File: src/hw/adcc_defs.vh
/*
 Constants of the converter control and status logic: register offsets,
 field positions, reset values and conversion state counts.
 Assumes one state equals one clk_sys cycle and an 8-bit register bus.
*/
// Notes on behaviour
// RULE_01: End flag, bit 7, sets after a single conversion or a full scan group.
// RULE_02: End flag clears only by zero write after reading it as one.
// RULE_03: Writing one to the end flag does nothing.
// RULE_04: Bit 6 gates the end interrupt; resets to zero.
// RULE_05: Bit 5 starts conversion and reads one while converting.
// RULE_06: Single mode clears the start bit when conversion completes.
// RULE_07: Scan mode converts in rotation until start cleared, reset or standby.
// RULE_08: Bit 4 selects single (0) or scan (1) mode; resets to single.
// RULE_09: Software clears start before changing mode, time select or channel.
// RULE_10: Bit 3 selects 266 states (0) or 134 states (1); resets zero.
// RULE_11: Single mode: bit 2 picks group, bits 1:0 pick input.
// RULE_12: Scan mode converts group inputs from first up to low-bit index.
// RULE_13: Control/status register is zero after reset and standby.
// RULE_14: Trigger enable bit 7 lets a falling trigger edge start conversion.
// RULE_15: Enabled trigger sets the start bit like a software write.
// RULE_16: Trigger control resets to 0x7f; bits 6 to 0 read one.
// RULE_17: Upper result byte read returns it and latches lower byte.
// RULE_18: Lower result byte read returns the temporary latch.
// RULE_19: Software reads upper byte before lower byte.
// RULE_20: Results are 10 bits; only single and scan modes exist.
// RULE_21: Result upper 8 bits in high byte, low 2 at lower byte top.
// RULE_22: Inputs 0/4 to A, 1/5 to B, 2/6 to C, 3/7 to D.
// RULE_23: Later scan conversions take 256 or 128 states.
// RULE_24: Interrupt requested when end flag is one and enable is one.
// RULE_25: Core driven by start, channel index and done strobe, 10-bit result.
`ifndef ADCC_DEFS_VH
`define ADCC_DEFS_VH

`define ADCC_OFS_RES_A_HI   4'h0
`define ADCC_OFS_RES_D_LO   4'h7
`define ADCC_OFS_CSR        4'h8
`define ADCC_OFS_TRG        4'h9

`define ADCC_CSR_FLAG       7
`define ADCC_CSR_IE         6
`define ADCC_CSR_START      5
`define ADCC_CSR_SCAN       4
`define ADCC_CSR_CKS        3
`define ADCC_TRG_EN         7

`define ADCC_CSR_RESET      8'h00
`define ADCC_TRG_RESET      8'h7f
`define ADCC_TRG_ONES       7'h7f

`define ADCC_STATES_SLOW    9'd266
`define ADCC_STATES_FAST    9'd134
`define ADCC_STATES_SCAN_S  9'd256
`define ADCC_STATES_SCAN_F  9'd128

`endif

File: src/hw/adcc_top.v
/*
 Control and status logic of a 10-bit successive-approximation converter:
 control/status and trigger registers, conversion sequencer, result
 registers with byte-wide read through a temporary latch.
 Assumes an 8-bit register bus synchronous to clk_sys and an analog core
 that drives core_result_i, captured as the sequencer strobes conv_done.
*/
`timescale 1ns/100ps
`include "adcc_defs.vh"

module adcc_top
(
    input  wire       clk_sys,
    input  wire       rst_n,
    input  wire       standby,
    input  wire       bus_sel,
    input  wire       bus_wr,
    input  wire       bus_rd,
    input  wire [3:0] bus_addr,
    input  wire [7:0] bus_wdata,
    output reg  [7:0] bus_rdata,
    input  wire       ext_trigger_pin,
    output reg        conversion_end_irq,
    output reg        core_start,
    output reg  [2:0] core_channel,
    output reg        conv_done,
    input  wire [9:0] core_result_i
);

    localparam ST_IDLE = 1'b0;
    localparam ST_CONV = 1'b1;

    reg        rst_meta_ff;
    reg        rst_sync_ff;
    reg        flag_ff;
    reg        ie_ff;
    reg        start_ff;
    reg        scan_ff;
    reg        cks_ff;
    reg  [2:0] chsel_ff;
    reg        trg_en_ff;
    reg        flag_seen_ff;
    reg        trig_prev_ff;
    reg        state_ff;
    reg  [8:0] cnt_ff;
    reg  [1:0] idx_ff;
    reg  [7:0] temp_ff;
    reg  [9:0] res_pick;

    reg        nxt_flag;
    reg        nxt_start;
    reg        nxt_state;
    reg  [8:0] nxt_cnt;
    reg  [1:0] nxt_idx;
    reg        nxt_done;
    reg        nxt_core_start;
    reg  [7:0] nxt_rdata;

    wire       wr_csr   = bus_sel & bus_wr & (bus_addr == `ADCC_OFS_CSR);
    wire       wr_trg   = bus_sel & bus_wr & (bus_addr == `ADCC_OFS_TRG);
    wire       rd_csr   = bus_sel & bus_rd & (bus_addr == `ADCC_OFS_CSR);
    wire       rd_res   = bus_sel & bus_rd & (bus_addr <= `ADCC_OFS_RES_D_LO);
    wire [1:0] res_sel  = bus_addr[2:1];
    wire       trig_hit = trg_en_ff & trig_prev_ff & ~ext_trigger_pin; //RULE_14
    wire [7:0] csr_val  = {flag_ff, ie_ff, start_ff, scan_ff, cks_ff, chsel_ff};
    wire       cnt_end  = (cnt_ff == 9'd1);
    wire       last_ch  = ~scan_ff | (idx_ff == chsel_ff[1:0]);
    // A start written together with new settings uses them at once
    wire       cfg_scan = wr_csr ? bus_wdata[`ADCC_CSR_SCAN] : scan_ff;
    wire       cfg_cks  = wr_csr ? bus_wdata[`ADCC_CSR_CKS] : cks_ff;
    wire [2:0] cfg_ch   = wr_csr ? bus_wdata[2:0] : chsel_ff;
    wire [3:0] res_load = nxt_done ? (4'h1 << idx_ff) : 4'h0; //RULE_22
    wire [9:0] res_word_a; //RULE_20
    wire [9:0] res_word_b;
    wire [9:0] res_word_c;
    wire [9:0] res_word_d;

    // Reset released through two flops; assertion stays asynchronous
    always @(posedge clk_sys or negedge rst_n)
    begin
        if (!rst_n)
        begin
            rst_meta_ff <= 1'b0;
            rst_sync_ff <= 1'b0;
        end
        else
        begin
            rst_meta_ff <= 1'b1;
            rst_sync_ff <= rst_meta_ff;
        end
    end

    // Start bit and sequencer
    always @*
    begin
        nxt_start      = start_ff;
        nxt_flag       = flag_ff;
        nxt_state      = state_ff;
        nxt_cnt        = cnt_ff;
        nxt_idx        = idx_ff;
        nxt_done       = 1'b0;
        nxt_core_start = 1'b0;
        if (wr_csr)
            nxt_start = bus_wdata[`ADCC_CSR_START]; //RULE_05
        if (trig_hit)
            nxt_start = 1'b1; //RULE_15
        if (wr_csr && !bus_wdata[`ADCC_CSR_FLAG] && flag_seen_ff)
            nxt_flag = 1'b0; //RULE_02 RULE_03
        case (state_ff)
            ST_IDLE:
            begin
                if (nxt_start)
                begin
                    nxt_state      = ST_CONV;
                    nxt_idx        = cfg_scan ? 2'b00 : cfg_ch[1:0]; //RULE_11 RULE_12
                    nxt_cnt        = cfg_cks ? `ADCC_STATES_FAST : `ADCC_STATES_SLOW; //RULE_10
                    nxt_core_start = 1'b1;
                end
            end
            ST_CONV:
            begin
                if (!nxt_start)
                    nxt_state = ST_IDLE; //RULE_07
                else if (cnt_end)
                begin
                    nxt_done = 1'b1;
                    if (last_ch)
                        nxt_flag = 1'b1; //RULE_01
                    if (!scan_ff)
                    begin
                        nxt_start = 1'b0; //RULE_06
                        nxt_state = ST_IDLE;
                    end
                    else
                    begin
                        // Scan keeps running; each later slot has the fixed length
                        nxt_idx        = last_ch ? 2'b00 : idx_ff + 2'b01; //RULE_12
                        nxt_cnt        = cks_ff ? `ADCC_STATES_SCAN_F : `ADCC_STATES_SCAN_S; //RULE_23
                        nxt_core_start = 1'b1;
                    end
                end
                else
                    nxt_cnt = cnt_ff - 9'd1;
            end
            default:
                nxt_state = ST_IDLE;
        endcase
    end

    // Read data; a low byte read returns the latch, not the live word
    always @*
    begin
        nxt_rdata = 8'h00;
        case (res_sel)
            2'd0:    res_pick = res_word_a;
            2'd1:    res_pick = res_word_b;
            2'd2:    res_pick = res_word_c;
            default: res_pick = res_word_d;
        endcase
        if (rd_res)
            nxt_rdata = bus_addr[0] ? temp_ff : res_pick[9:2]; //RULE_18 RULE_21
        else if (bus_addr == `ADCC_OFS_CSR)
            nxt_rdata = csr_val;
        else if (bus_addr == `ADCC_OFS_TRG)
            nxt_rdata = {trg_en_ff, `ADCC_TRG_ONES}; //RULE_16
    end

    // Result words A to D, one per channel index
    adcc_res_word u_adcc_res_word_a
    (
        .clk_sys    (clk_sys),
        .rst_sync_n (rst_sync_ff),
        .clear      (standby),
        .load       (res_load[0]),
        .din        (core_result_i),
        .word_ff    (res_word_a)
    );

    adcc_res_word u_adcc_res_word_b
    (
        .clk_sys    (clk_sys),
        .rst_sync_n (rst_sync_ff),
        .clear      (standby),
        .load       (res_load[1]),
        .din        (core_result_i),
        .word_ff    (res_word_b)
    );

    adcc_res_word u_adcc_res_word_c
    (
        .clk_sys    (clk_sys),
        .rst_sync_n (rst_sync_ff),
        .clear      (standby),
        .load       (res_load[2]),
        .din        (core_result_i),
        .word_ff    (res_word_c)
    );

    adcc_res_word u_adcc_res_word_d
    (
        .clk_sys    (clk_sys),
        .rst_sync_n (rst_sync_ff),
        .clear      (standby),
        .load       (res_load[3]),
        .din        (core_result_i),
        .word_ff    (res_word_d)
    );

    // Registers; standby clears like reset
    always @(posedge clk_sys or negedge rst_sync_ff)
    begin
        if (!rst_sync_ff)
        begin
            flag_ff            <= 1'b0;
            ie_ff              <= 1'b0;
            start_ff           <= 1'b0;
            scan_ff            <= 1'b0;
            cks_ff             <= 1'b0;
            chsel_ff           <= 3'h0;
            trg_en_ff          <= 1'b0;
            flag_seen_ff       <= 1'b0;
            trig_prev_ff       <= 1'b1;
            state_ff           <= ST_IDLE;
            cnt_ff             <= 9'h000;
            idx_ff             <= 2'h0;
            temp_ff            <= 8'h00;
            bus_rdata          <= 8'h00;
            conversion_end_irq <= 1'b0;
            core_start         <= 1'b0;
            core_channel       <= 3'h0;
            conv_done          <= 1'b0;
        end
        else if (standby)
        begin
            flag_ff            <= 1'b0; //RULE_13
            ie_ff              <= 1'b0;
            start_ff           <= 1'b0; //RULE_07
            scan_ff            <= 1'b0;
            cks_ff             <= 1'b0;
            chsel_ff           <= 3'h0;
            trg_en_ff          <= 1'b0; //RULE_16
            flag_seen_ff       <= 1'b0;
            trig_prev_ff       <= 1'b1;
            state_ff           <= ST_IDLE;
            cnt_ff             <= 9'h000;
            idx_ff             <= 2'h0;
            temp_ff            <= 8'h00;
            bus_rdata          <= 8'h00;
            conversion_end_irq <= 1'b0;
            core_start         <= 1'b0;
            core_channel       <= 3'h0;
            conv_done          <= 1'b0;
        end
        else
        begin
            flag_ff      <= nxt_flag;
            start_ff     <= nxt_start;
            state_ff     <= nxt_state;
            cnt_ff       <= nxt_cnt;
            idx_ff       <= nxt_idx;
            trig_prev_ff <= ext_trigger_pin;
            if (wr_csr)
            begin
                ie_ff    <= bus_wdata[`ADCC_CSR_IE]; //RULE_04
                scan_ff  <= bus_wdata[`ADCC_CSR_SCAN]; //RULE_08
                cks_ff   <= bus_wdata[`ADCC_CSR_CKS];
                chsel_ff <= bus_wdata[2:0];
            end
            if (wr_trg)
                trg_en_ff <= bus_wdata[`ADCC_TRG_EN];
            // Read-first arming; a new set re-arms only after another read
            if (rd_csr && flag_ff)
                flag_seen_ff <= 1'b1;
            else if (wr_csr || !nxt_flag)
                flag_seen_ff <= 1'b0;
            conversion_end_irq <= nxt_flag & (wr_csr ? bus_wdata[`ADCC_CSR_IE] : ie_ff); //RULE_24
            core_start   <= nxt_core_start; //RULE_25
            core_channel <= {cfg_ch[2], nxt_idx}; //RULE_11
            conv_done    <= nxt_done;
            if (rd_res && !bus_addr[0])
                temp_ff <= {res_pick[1:0], 6'h00}; //RULE_17 RULE_21
            if (bus_sel && bus_rd)
                bus_rdata <= nxt_rdata;
        end
    end

endmodule // adcc_top

// One result word; cleared by reset and standby, loaded at conversion end
module adcc_res_word
#(
    parameter WIDTH = 10
)
(
    input  wire             clk_sys,
    input  wire             rst_sync_n,
    input  wire             clear,
    input  wire             load,
    input  wire [WIDTH-1:0] din,
    output reg  [WIDTH-1:0] word_ff
);

    always @(posedge clk_sys or negedge rst_sync_n)
    begin
        if (!rst_sync_n)
            word_ff <= {WIDTH{1'b0}};
        else if (clear)
            word_ff <= {WIDTH{1'b0}};
        else if (load)
            word_ff <= din; //RULE_20 RULE_25
    end

endmodule // adcc_res_word
File: config.mk
export PLATFORM = sky130hd
export DESIGN_NAME = adcc_top
export DESIGN_NICKNAME = d
export VERILOG_FILES = /design/src/hw/adcc_top.v
export VERILOG_INCLUDE_DIRS = /design/src /design/src/hw
export SDC_FILE = /design/constraint.sdc
export NUM_CORES = 1
export LEC_CHECK = 0
export ABC_AREA = 1
export ABC_CLOCK_PERIOD_IN_PS = 4650
export BUFFER_PORTS_ARGS = -buffer_cell sky130_fd_sc_hd__buf_4
export CAP_MARGIN = 40
export CORE_UTILIZATION = 35
export CTS_CLUSTER_DIAMETER = 200
export DETAILED_ROUTE_END_ITERATION = 16
export SETUP_SLACK_MARGIN = 0.05
export SLEW_MARGIN = 15
export SYNTH_ARGS = -nofsm -noshare
export SYNTH_HDL_FRONTEND = slang
export SYNTH_HIERARCHICAL = 1
export SYNTH_SLANG_ARGS = --single-unit
File: constraint.sdc
create_clock -name clk_sys -period 4.65 [get_ports clk_sys]
set_clock_uncertainty 0.15 [all_clocks]
set_input_delay 1.395 -clock clk_sys [delete_from_list [all_inputs] [get_ports clk_sys]]
set_output_delay 1.395 -clock clk_sys [all_outputs]
set_load 0.005 [all_outputs]
==> flow_summary.yaml, run 1 <==
setup_path:
  crit_arrival_ps: 3400
  reg2reg_from: "cnt_ff[1]$_DFFE_PN0P_"
  crit_fanout: 14
  crit_required_ps: 4720
  crit_type: "in2reg"
  critPathCaptureType: "flip-flop"
  critPathLaunchType: "primary input"
  crit_start: "bus_addr[2]"
final_layout:
  seqCellArea_um2: 1930
  drive_above_1_share_pct: 16.3
  nNetsFinal: 599
  fin_cells: 709
  nFillCells: 1126
  multiInputGateArea_um2: 1850
  areaGrowthSynthToFinish_pct: 17.7
  diodes: 0
hold_path:
  min_path_type: "reg2async"
global_route:
  grt_pass1_wl_um: 17300
  grt_max_degree: 37
  track_usage_pct: 19.0
  gr-total-overflow: 0
  antenna_found_initial: 0
  grt_pass1_vias: 3466
timing:
  worst_slew_pin_slew_ps: 864
  hold_viol: 0
  min_period_over_period_pct: 71.7
  fmax_ghz: 0.300
  setup_viol: 0
  rsz0062_at_grt: "false"
  tns_ps: 0
  slew_headroom_pct: 42.2
  fin_worst_hold_slack_ps: 19.5
  final_max_slew_viol_count: 0
  period_needed_ps: 3340
clock_tree:
  cts_tree: "yes"
  cts_resized: 0
  cts_htree_levels: 3
  clk_pin_slew_worst_paths_ps: 60
  clock-root-buffer: "clkbuf_16"
  cts_buffers: 9
  clk_latency_ps: 330
  clkSinkCount: 77
  postCtsSetupBuffers: 0
  clockBufferDepth: 2
  cts_hold_buf: 0
synthesis:
  synth.distinct_cells: 37
  synthTopCellsByArea: "dfrtp_1, nand2_1, nand3_1, inv_1, nor2_1"
  netlist_area_um2: 4050
  synth_top_area_share_pct: 47.0
  ys_ff_latch: 77
  postSynthAreaPerCell_um2: 7.77
  yosysWarningCount: 6
  synthesis.nets: 556
  synth-seq-area-share_pct: 47.6
  synth_top_cell_by_area: "dfrtp_1"
  syn_inst: 521
power:
  power.density_nw_per_um2: 305
  p_leak_nw: 2.54
  ir_worst_vdd_mv: 0.237
  total_power_mw: 1.45
die:
  dieArea_um2: 12000
  rows: 38
  io_pins: 43
  core_um2: 11000
  fp.dieH_um: 110
  initial_core_util_pct: 36.7
  fp.dieW_um: 110
drt:
  antenna_left: 0
  vias_per_cell: 5.00
  drc_errors: 0
  drt_pass1_iterations: 4
  vias: 3547
  drt-initial-drc-count: 214
  wl_um: 10400
  routedWlPerCell_um: 14.7
flow_run:
  cap_violations: 0
placement:
  dp_hpwl_um: 7720
  placed_cells: 693
  io_buffers: 42
  place_congestion: 0.842
status:
  outcome: "finished clean"
## worst paths after layout
check / slack (ps) / depth (start not counted) / to
worst max-delay path: 1310 / 11 / u_adcc_res_word_c/word_ff[0]$_DFFE_PN0P_
worst min-delay path: 20 / 0 / cnt_ff[4]$_DFFE_PN0P_
worst max register to register: 1910 / 11 / u_adcc_res_word_c/word_ff[0]$_DFFE_PN0P_
worst min register to register: 20 / 0 / cnt_ff[4]$_DFFE_PN0P_
max in group asynchronous: 3300 / 2 / trig_prev_ff$_DFF_PN1_
min in group clk_sys: 200 / 0 / rst_sync_ff$_DFF_PN0_
## worst max-delay path, cell delays in order
cell and delay (ps):
buf_4 140, nor2_2 50, buf_4 180, nand3_2 240, nand2_1 110, nand3_2 140, nand2_1 130, nor2_1 680
nor2_4 140, nand2_1 110, nand2_1 60
## cell families after synthesis
group                    count (synthesis)  share of synthesized area [%]
buffers and inverters                   59                           6.55
AND/OR/NAND/NOR                        330                           36.4
adder cells (fa/ha/maj)                  6                           1.86
XOR/XNOR                                 4                          0.866
other                                    1                         0.0927
flip-flops                              77                           47.6
AO/OA/AOI/OAI                           44                           6.56
## cell usage after synthesis
| cell type | count |
|---|---|
| a21boi_1 | 1 |
| a21oi_1 | 4 |
| a221oi_1 | 1 |
| a31oi_1 | 2 |
| and3_1 | 1 |
| buf_2 | 4 |
| buf_4 | 2 |
| buf_6 | 4 |
| clkbuf_1 | 3 |
| clkinv_2 | 1 |
| conb_1 | 1 |
| dfrtp_1 | 76 |
| dfstp_2 | 1 |
| ha_1 | 6 |
| inv_1 | 37 |
| inv_2 | 8 |
| nand2_1 | 195 |
| nand2_2 | 3 |
| nand2_4 | 1 |
| nand3_1 | 76 |
| nand3_2 | 3 |
| nand3b_1 | 3 |
| nand4_1 | 2 |
| nor2_1 | 30 |
| nor2_2 | 5 |
| nor2_4 | 7 |
| nor2_8 | 1 |
| nor3_1 | 1 |
| nor4_1 | 2 |
| o211ai_1 | 6 |
| o21ai_0 | 21 |
| o21ai_1 | 6 |
| o21ai_2 | 1 |
| o22ai_1 | 1 |
| o31ai_4 | 1 |
| xnor2_1 | 2 |
| xor2_1 | 2 |
## report_power, final
part / switching [mW] / internal, mW
clock: 0.279 / 0.376
combinational: 0.0771 / 0.0380
sequential: 0.00569 / 0.675
## final cells by class
type	instances	share of cell area (%)
Timing Repair Buffer	45	7.36
Clock inverter	5	0.762
Multi-Input combinational cell	385	38.9
Sequential cell	77	40.5
Tap cell	140	3.68
Inverter	46	3.65
Clock buffer	11	5.10
## per-stage QoR
| step | util, % | setup WS [ps] | cell area, um2 |
|---|---|---|---|
| after global routing | 43.2 | 1110 | 4760 |
| after global placement | 40.4 | 1050 | 4460 |
| after floorplan | - | 1980 | 4050 |
| after detailed placement | 40.6 | 983 | 4480 |
| after CTS | 43.2 | 1310 | 4760 |
| final | 43.2 | 1310 | 4760 |
## placed cells by master (no fill, tap or decap), types with 2 or more instances in the layout
master / n
nand3_2: 3
clkinv_2: 2
a31oi_1: 2
inv_1: 37
clkbuf_16: 9
ha_1: 6
o211ai_1: 6
o21ai_1: 6
o21ai_0: 21
nand2_2: 3
clkinvlp_4: 3
nand3b_1: 3
buf_4: 44
inv_2: 8
nand4_1: 2
nand3_1: 76
nand2_1: 195
xnor2_1: 2
nor4_1: 2
nor2_4: 7
nor2_2: 5
a21oi_1: 4
nor2_1: 30
xor2_1: 2
dfrtp_1: 75
## flip-flops by register name, summed over array words and instances (netlist names), 2 cells and up
signal	cells
chsel_ff	3
temp_ff	2
u_adcc_res_word_d/word_ff	10
u_adcc_res_word_b/word_ff	10
u_adcc_res_word_a/word_ff	10
bus_rdata	8
cnt_ff	9
u_adcc_res_word_c/word_ff	10
## metal layers
| layer | wire (um) | GRT usage (%) | vias up |
|---|---|---|---|
| met1 | 4980 | 26.4 | 1682 |
| met5 | 0 | 0 | - |
| met4 | 146 | 5.62 | 0 |
| li1 | - | - | 1763 |
| met2 | 4780 | 29.7 | 89 |
| met3 | 506 | 4.21 | 13 |
Note: power is estimated with default switching activity, not from simulation.
==> run 2, diff against run 1 <==
- ABC_CLOCK_PERIOD_IN_PS: 4650 -> 2900
- clock period: 4.65 -> 2.9 ns (I/O delays scaled with it)
==> flow_summary.yaml, run 2 (synthesis results as in run 1) <==
placement:
  place_congestion: 0.891
  dp_hpwl_um: 7890
  io_buffers: 42
  dpl_cell_area_um2: 4530
  pre_cts_ws_ps: -8.83
timing:
  final_max_slew_viol_count: 0
  setup_viol: 0
  timing.final.ws_setup_ps: 543
  min_period_over_period_pct: 81.3
  worst_slew_pin_slew_ps: 732
  slew_headroom_pct: 51.2
  rsz0062_at_grt: "false"
  fmax_ghz: 0.424
  hold_viol: 0
  period_needed_ps: 2360
clock_tree:
  clock-root-buffer: "clkbuf_16"
  clkSinkCount: 77
  postCtsSetupBuffers: 0
  cts_htree_levels: 3
  clk_pin_slew_worst_paths_ps: 60
  clk_latency_ps: 350
  cts_tree: "yes"
  clockBufferDepth: 2
  cts_hold_buf: 0
  cts_buffers: 9
  cts_resized: 0
final_layout:
  drive_above_1_share_pct: 17.5
  nNetsFinal: 606
  fin_area_um2: 4820
  areaGrowthSynthToFinish_pct: 19.0
  final_common_cell: "nand2_1"
  diodes: 0
  layout_common_cells: "nand2_1, nand3_1, dfrtp_1"
drt:
  antenna_left: 0
  vias: 3531
  drt-initial-drc-count: 258
  vias_per_cell: 4.93
  drt_pass1_iterations: 5
  drc_errors: 0
  routedWlPerCell_um: 15.0
  wl_um: 10800
global_route:
  gr-total-overflow: 0
  antenna_found_initial: 0
  grt_pass1_vias: 3364
  track_usage_pct: 19.6
  grt_max_degree: 46
  grt_pass1_wl_um: 17200
power:
  power.density_nw_per_um2: 488
  ir_worst_vdd_mv: 0.443
  p_leak_nw: 2.58
setup_path:
  crit_path_frequent_cell: "nand2_1"
  critPathLaunchType: "flip-flop"
  crit_type: "reg2reg"
  crit_arrival_ps: 2440
  crit_required_ps: 2980
  crit_fanout: 11
  crit_chain: "inv_1 -> ha_1 -> nand2_1 -> nor2_1 -> nand2_2 -> nor2_4 -> nand2_1 -> nor2_2 -> nor2_4 -> nand2_1 -> nand2_1"
  critPathMaxStageDelay_ps: 420
  critPathSlowestCell: "nor2_2"
  critPathCaptureType: "flip-flop"
status:
  outcome: "finished clean"
die:
  rows: 38
  dieArea_um2: 12000
  fp.dieW_um: 110
  fp.dieH_um: 110
  initial_core_util_pct: 36.7
  io_pins: 43
  core_um2: 11000
flow_run:
  cap_violations: 0
hold_path:
  min_path_type: "in2async"
-- run 2: power by group --
group | leakage [nW] | total [mW] | internal (mW) | switching (mW)
Clock | 0.138 | 1.07 | 0.622 | 0.447
Sequential | 1.07 | 1.10 | 1.08 | 0.0130
Combinational | 1.38 | 0.185 | 0.0631 | 0.122
Total | 2.58 | 2.35 | 1.77 | 0.582
-- run 2: path summary, 6_finish.rpt --
path | start | endpoint | slack, ps | cells past startpoint
worst min register to register | rst_sync_ff$_DFF_PN0_ | core_start$_DFF_PN0_ | 180 | 0
worst max-delay path | cnt_ff[1]$_DFFE_PN0P_ | u_adcc_res_word_a/word_ff[9]$_DFFE_PN0P_ | 540 | 11
max in group asynchronous | rst_sync_ff$_DFF_PN0_ | u_adcc_res_word_c/word_ff[6]$_DFFE_PN0P_ | 1710 | 1
min in group clk_sys | rst_meta_ff$_DFF_PN0_ | rst_sync_ff$_DFF_PN0_ | 200 | 0
worst min-delay path | rst_n | rst_meta_ff$_DFF_PN0_ | 140 | 1
worst max register to register | cnt_ff[1]$_DFFE_PN0P_ | u_adcc_res_word_a/word_ff[9]$_DFFE_PN0P_ | 540 | 11
-- run 2: area by class of cell --
class	instances	area (um2)
timing repair buffer	52	403
clock buffer	12	256
fill	1131	6210
tap	140	175
sequential	77	1930
multi-input combinational	385	1860
inverter	46	174
clock inverter	4	22.5
-- run 2: critical path: cells and delay by family (launching register included) --
family | cells | cell delay (ps)
buffers and inverters | 1 | 100
and+or+nand+nor | 9 | 1480
adders and majority gates | 1 | 150
DFF | 1 | 350
-- run 2: through the flow --
step / TNS (ps) / hold WS (ps) / cells / power, mW / util, %
finish: 0 / 144 / 716 / 2.35 / 43.7
global route: 0 / 129 / 716 / 2.43 / 43.7
CTS: 0 / 130 / 716 / 2.37 / 43.6
detailed placement: -15.3 / 187 / 700 / 1.30 / 41.1
global placement: 0 / 187 / 700 / 1.30 / 41.1
floorplan: 0 / 181 / 521 / 1.21 / -
-- run 2: per-layer routing --
metal	wire length [um]	GRT usage (%)	up-vias
met5	0	0	-
met4	143	6.38	0
met3	608	6.05	12
met2	4970	30.5	97
met1	5040	25.9	1650
li1	-	-	1772
==> run 3, diff against run 2 <==
- ABC_CLOCK_PERIOD_IN_PS: 2900 -> 2400
- clock period: 2.9 -> 2.4 ns (I/O delays scaled with it)
==> flow_summary.yaml, run 3 (synthesis results as in run 1) <==
final_layout:
  multiInputGateArea_um2: 1850
  seqCellArea_um2: 1930
  layout_common_cells: "nand2_1, nand3_1, dfrtp_1"
  nNetsFinal: 616
  areaGrowthSynthToFinish_pct: 21.6
  final_common_cell: "nand2_1"
  nFillCells: 1132
  drive_above_1_share_pct: 18.4
global_route:
  grt_pass1_vias: 3677
  grt_pass1_wl_um: 18200
  antenna_found_initial: 1
  grt_max_degree: 48
  track_usage_pct: 20.4
  gr-total-overflow: 0
timing:
  fmax_ghz: 0.496
  period_needed_ps: 2020
  rsz0062_at_grt: "false"
  final_max_slew_viol_count: 0
  worst_slew_pin_slew_ps: 505
  setup_viol: 0
  tns_ps: 0
  hold_viol: 0
  slew_headroom_pct: 66.2
  min_period_over_period_pct: 84.1
clock_tree:
  clockBufferDepth: 2
  cts_tree: "yes"
  clkSinkCount: 77
  clk_pin_slew_worst_paths_ps: 60
  cts_buffers: 9
  cts_htree_levels: 3
  clk_latency_ps: 350
  clock-root-buffer: "clkbuf_16"
  cts_resized: 0
setup_path:
  r2r_end: "u_adcc_res_word_c/word_ff[6]$_DFFE_PN0P_"
  crit_required_ps: 2480
  critPathCaptureType: "flip-flop"
  crit_start: "cnt_ff[1]$_DFFE_PN0P_"
  crit_arrival_ps: 2100
  critPathCapture: "u_adcc_res_word_c/word_ff[6]$_DFFE_PN0P_"
  critPathSlowestCell: "dfrtp_1"
  crit_path_frequent_cell: "nand2_1"
  critPathMaxStageDelay_ps: 350
  crit_type: "reg2reg"
  critPathLaunchType: "flip-flop"
  r2r_cells: 12
  rrSetupSlack_ps: 380
  reg2reg_from: "cnt_ff[1]$_DFFE_PN0P_"
  crit_chain: "inv_1 -> ha_1 -> nand2_1 -> nor2_1 -> nand2_2 -> nor2_4 -> nand2_1 -> nor2_1 -> buf_4 -> nor2_4 -> nand2_1 -> nand2_1"
  crit_fanout: 11
power:
  seq_power_share_pct: 45.3
  p_sw_uw: 692
  p_leak_nw: 2.64
  power.density_nw_per_um2: 592
  clkPwrFrac_pct: 46.6
  swShare_pct: 23.7
  total_power_mw: 2.91
  power_frac_comb_pct: 8.2
  ir_worst_vdd_mv: 0.416
  p_int_mw: 2.22
die:
  dieArea_um2: 12000
  fp.dieW_um: 110
  rows: 38
  core_um2: 11000
  fp.dieH_um: 110
  initial_core_util_pct: 36.7
  io_pins: 43
drt:
  drt-initial-drc-count: 245
  vias_per_cell: 4.99
  antenna_left: 0
  routedWlPerCell_um: 15.1
  drc_errors: 0
  wl_um: 11000
  drt_pass1_iterations: 6
  vias: 3626
placement:
  io_buffers: 42
  dp_hpwl_um: 8150
  place_congestion: 0.829
hold_path:
  min_path_type: "reg2async"
flow_run:
  cap_violations: 0
status:
  outcome: "finished clean"
run 3: how the worst min path moves through the flow:
stage,from,endpoint
finish,rst_sync_ff$_DFF_PN0_,start_ff$_DFF_PN0_
global route,rst_sync_ff$_DFF_PN0_,bus_rdata[7]$_DFFE_PN0P_
CTS,rst_sync_ff$_DFF_PN0_,chsel_ff[2]$_DFFE_PN0P_
detailed placement,rst_sync_ff$_DFF_PN0_,start_ff$_DFF_PN0_
global placement,rst_sync_ff$_DFF_PN0_,start_ff$_DFF_PN0_
floorplan,rst_meta_ff$_DFF_PN0_,rst_sync_ff$_DFF_PN0_
run 3: final cells by class:
type	instances	share of cell area, %
sequential	77	39.2
timing repair buffer	62	10.0
antenna	1	0.0509
multi-input combinational	385	37.7
inverter	46	3.53
clock buffer	12	5.01
tap	140	3.56
clock inverter	4	0.966
run 3: repair_timing:
action | in CTS | in global routing
hold buffers | 1 | 0
endpoints found under the hold margin | 2 | 0
setup buffers | 0 | 0
run 3: critical path: cells and delay by family, from the launching register on:
| family | cells | cell delay (ps) |
|---|---|---|
| simple gates | 9 | 940 |
| buf+inv | 2 | 310 |
| flops | 1 | 350 |
| fa+ha+maj | 1 | 150 |
run 3: power groups by stage:
stage | Sequential, mW | Combinational (mW) | Clock [mW]
2_1_floorplan | 1.35 | 0.105 | 0
3_3_place_gp | 1.34 | 0.236 | 0
3_5_place_dp | 1.34 | 0.237 | 0
4_1_cts | 1.32 | 0.240 | 1.38
5_1_grt | 1.32 | 0.264 | 1.45
6_report | 1.32 | 0.239 | 1.36
run 3: through the flow:
| stage | worst slack [ps] | area (um2) | std cells | hold WS (ps) | utilization (%) |
|---|---|---|---|---|---|
| 6_report | 383 | 4920 | 727 | 47.7 | 44.6 |
| 5_1_grt | 203 | 4920 | 726 | 79.2 | 44.6 |
| 4_1_cts | 382 | 4920 | 726 | 58.2 | 44.6 |
| 3_5_place_dp | 53.9 | 4610 | 709 | 54.7 | 41.8 |
| 3_3_place_gp | 110 | 4610 | 709 | 56.2 | 41.8 |
| 2_1_floorplan | 405 | 4050 | 521 | 181 | - |
run 3: per-layer routing:
layer | wire length [um] | track usage, % | vias to the layer above
met5 | 0 | 0 | -
met4 | 170 | 7.52 | 0
met3 | 549 | 5.39 | 15
met2 | 5170 | 32.3 | 81
met1 | 5100 | 26.9 | 1731
li1 | - | - | 1799
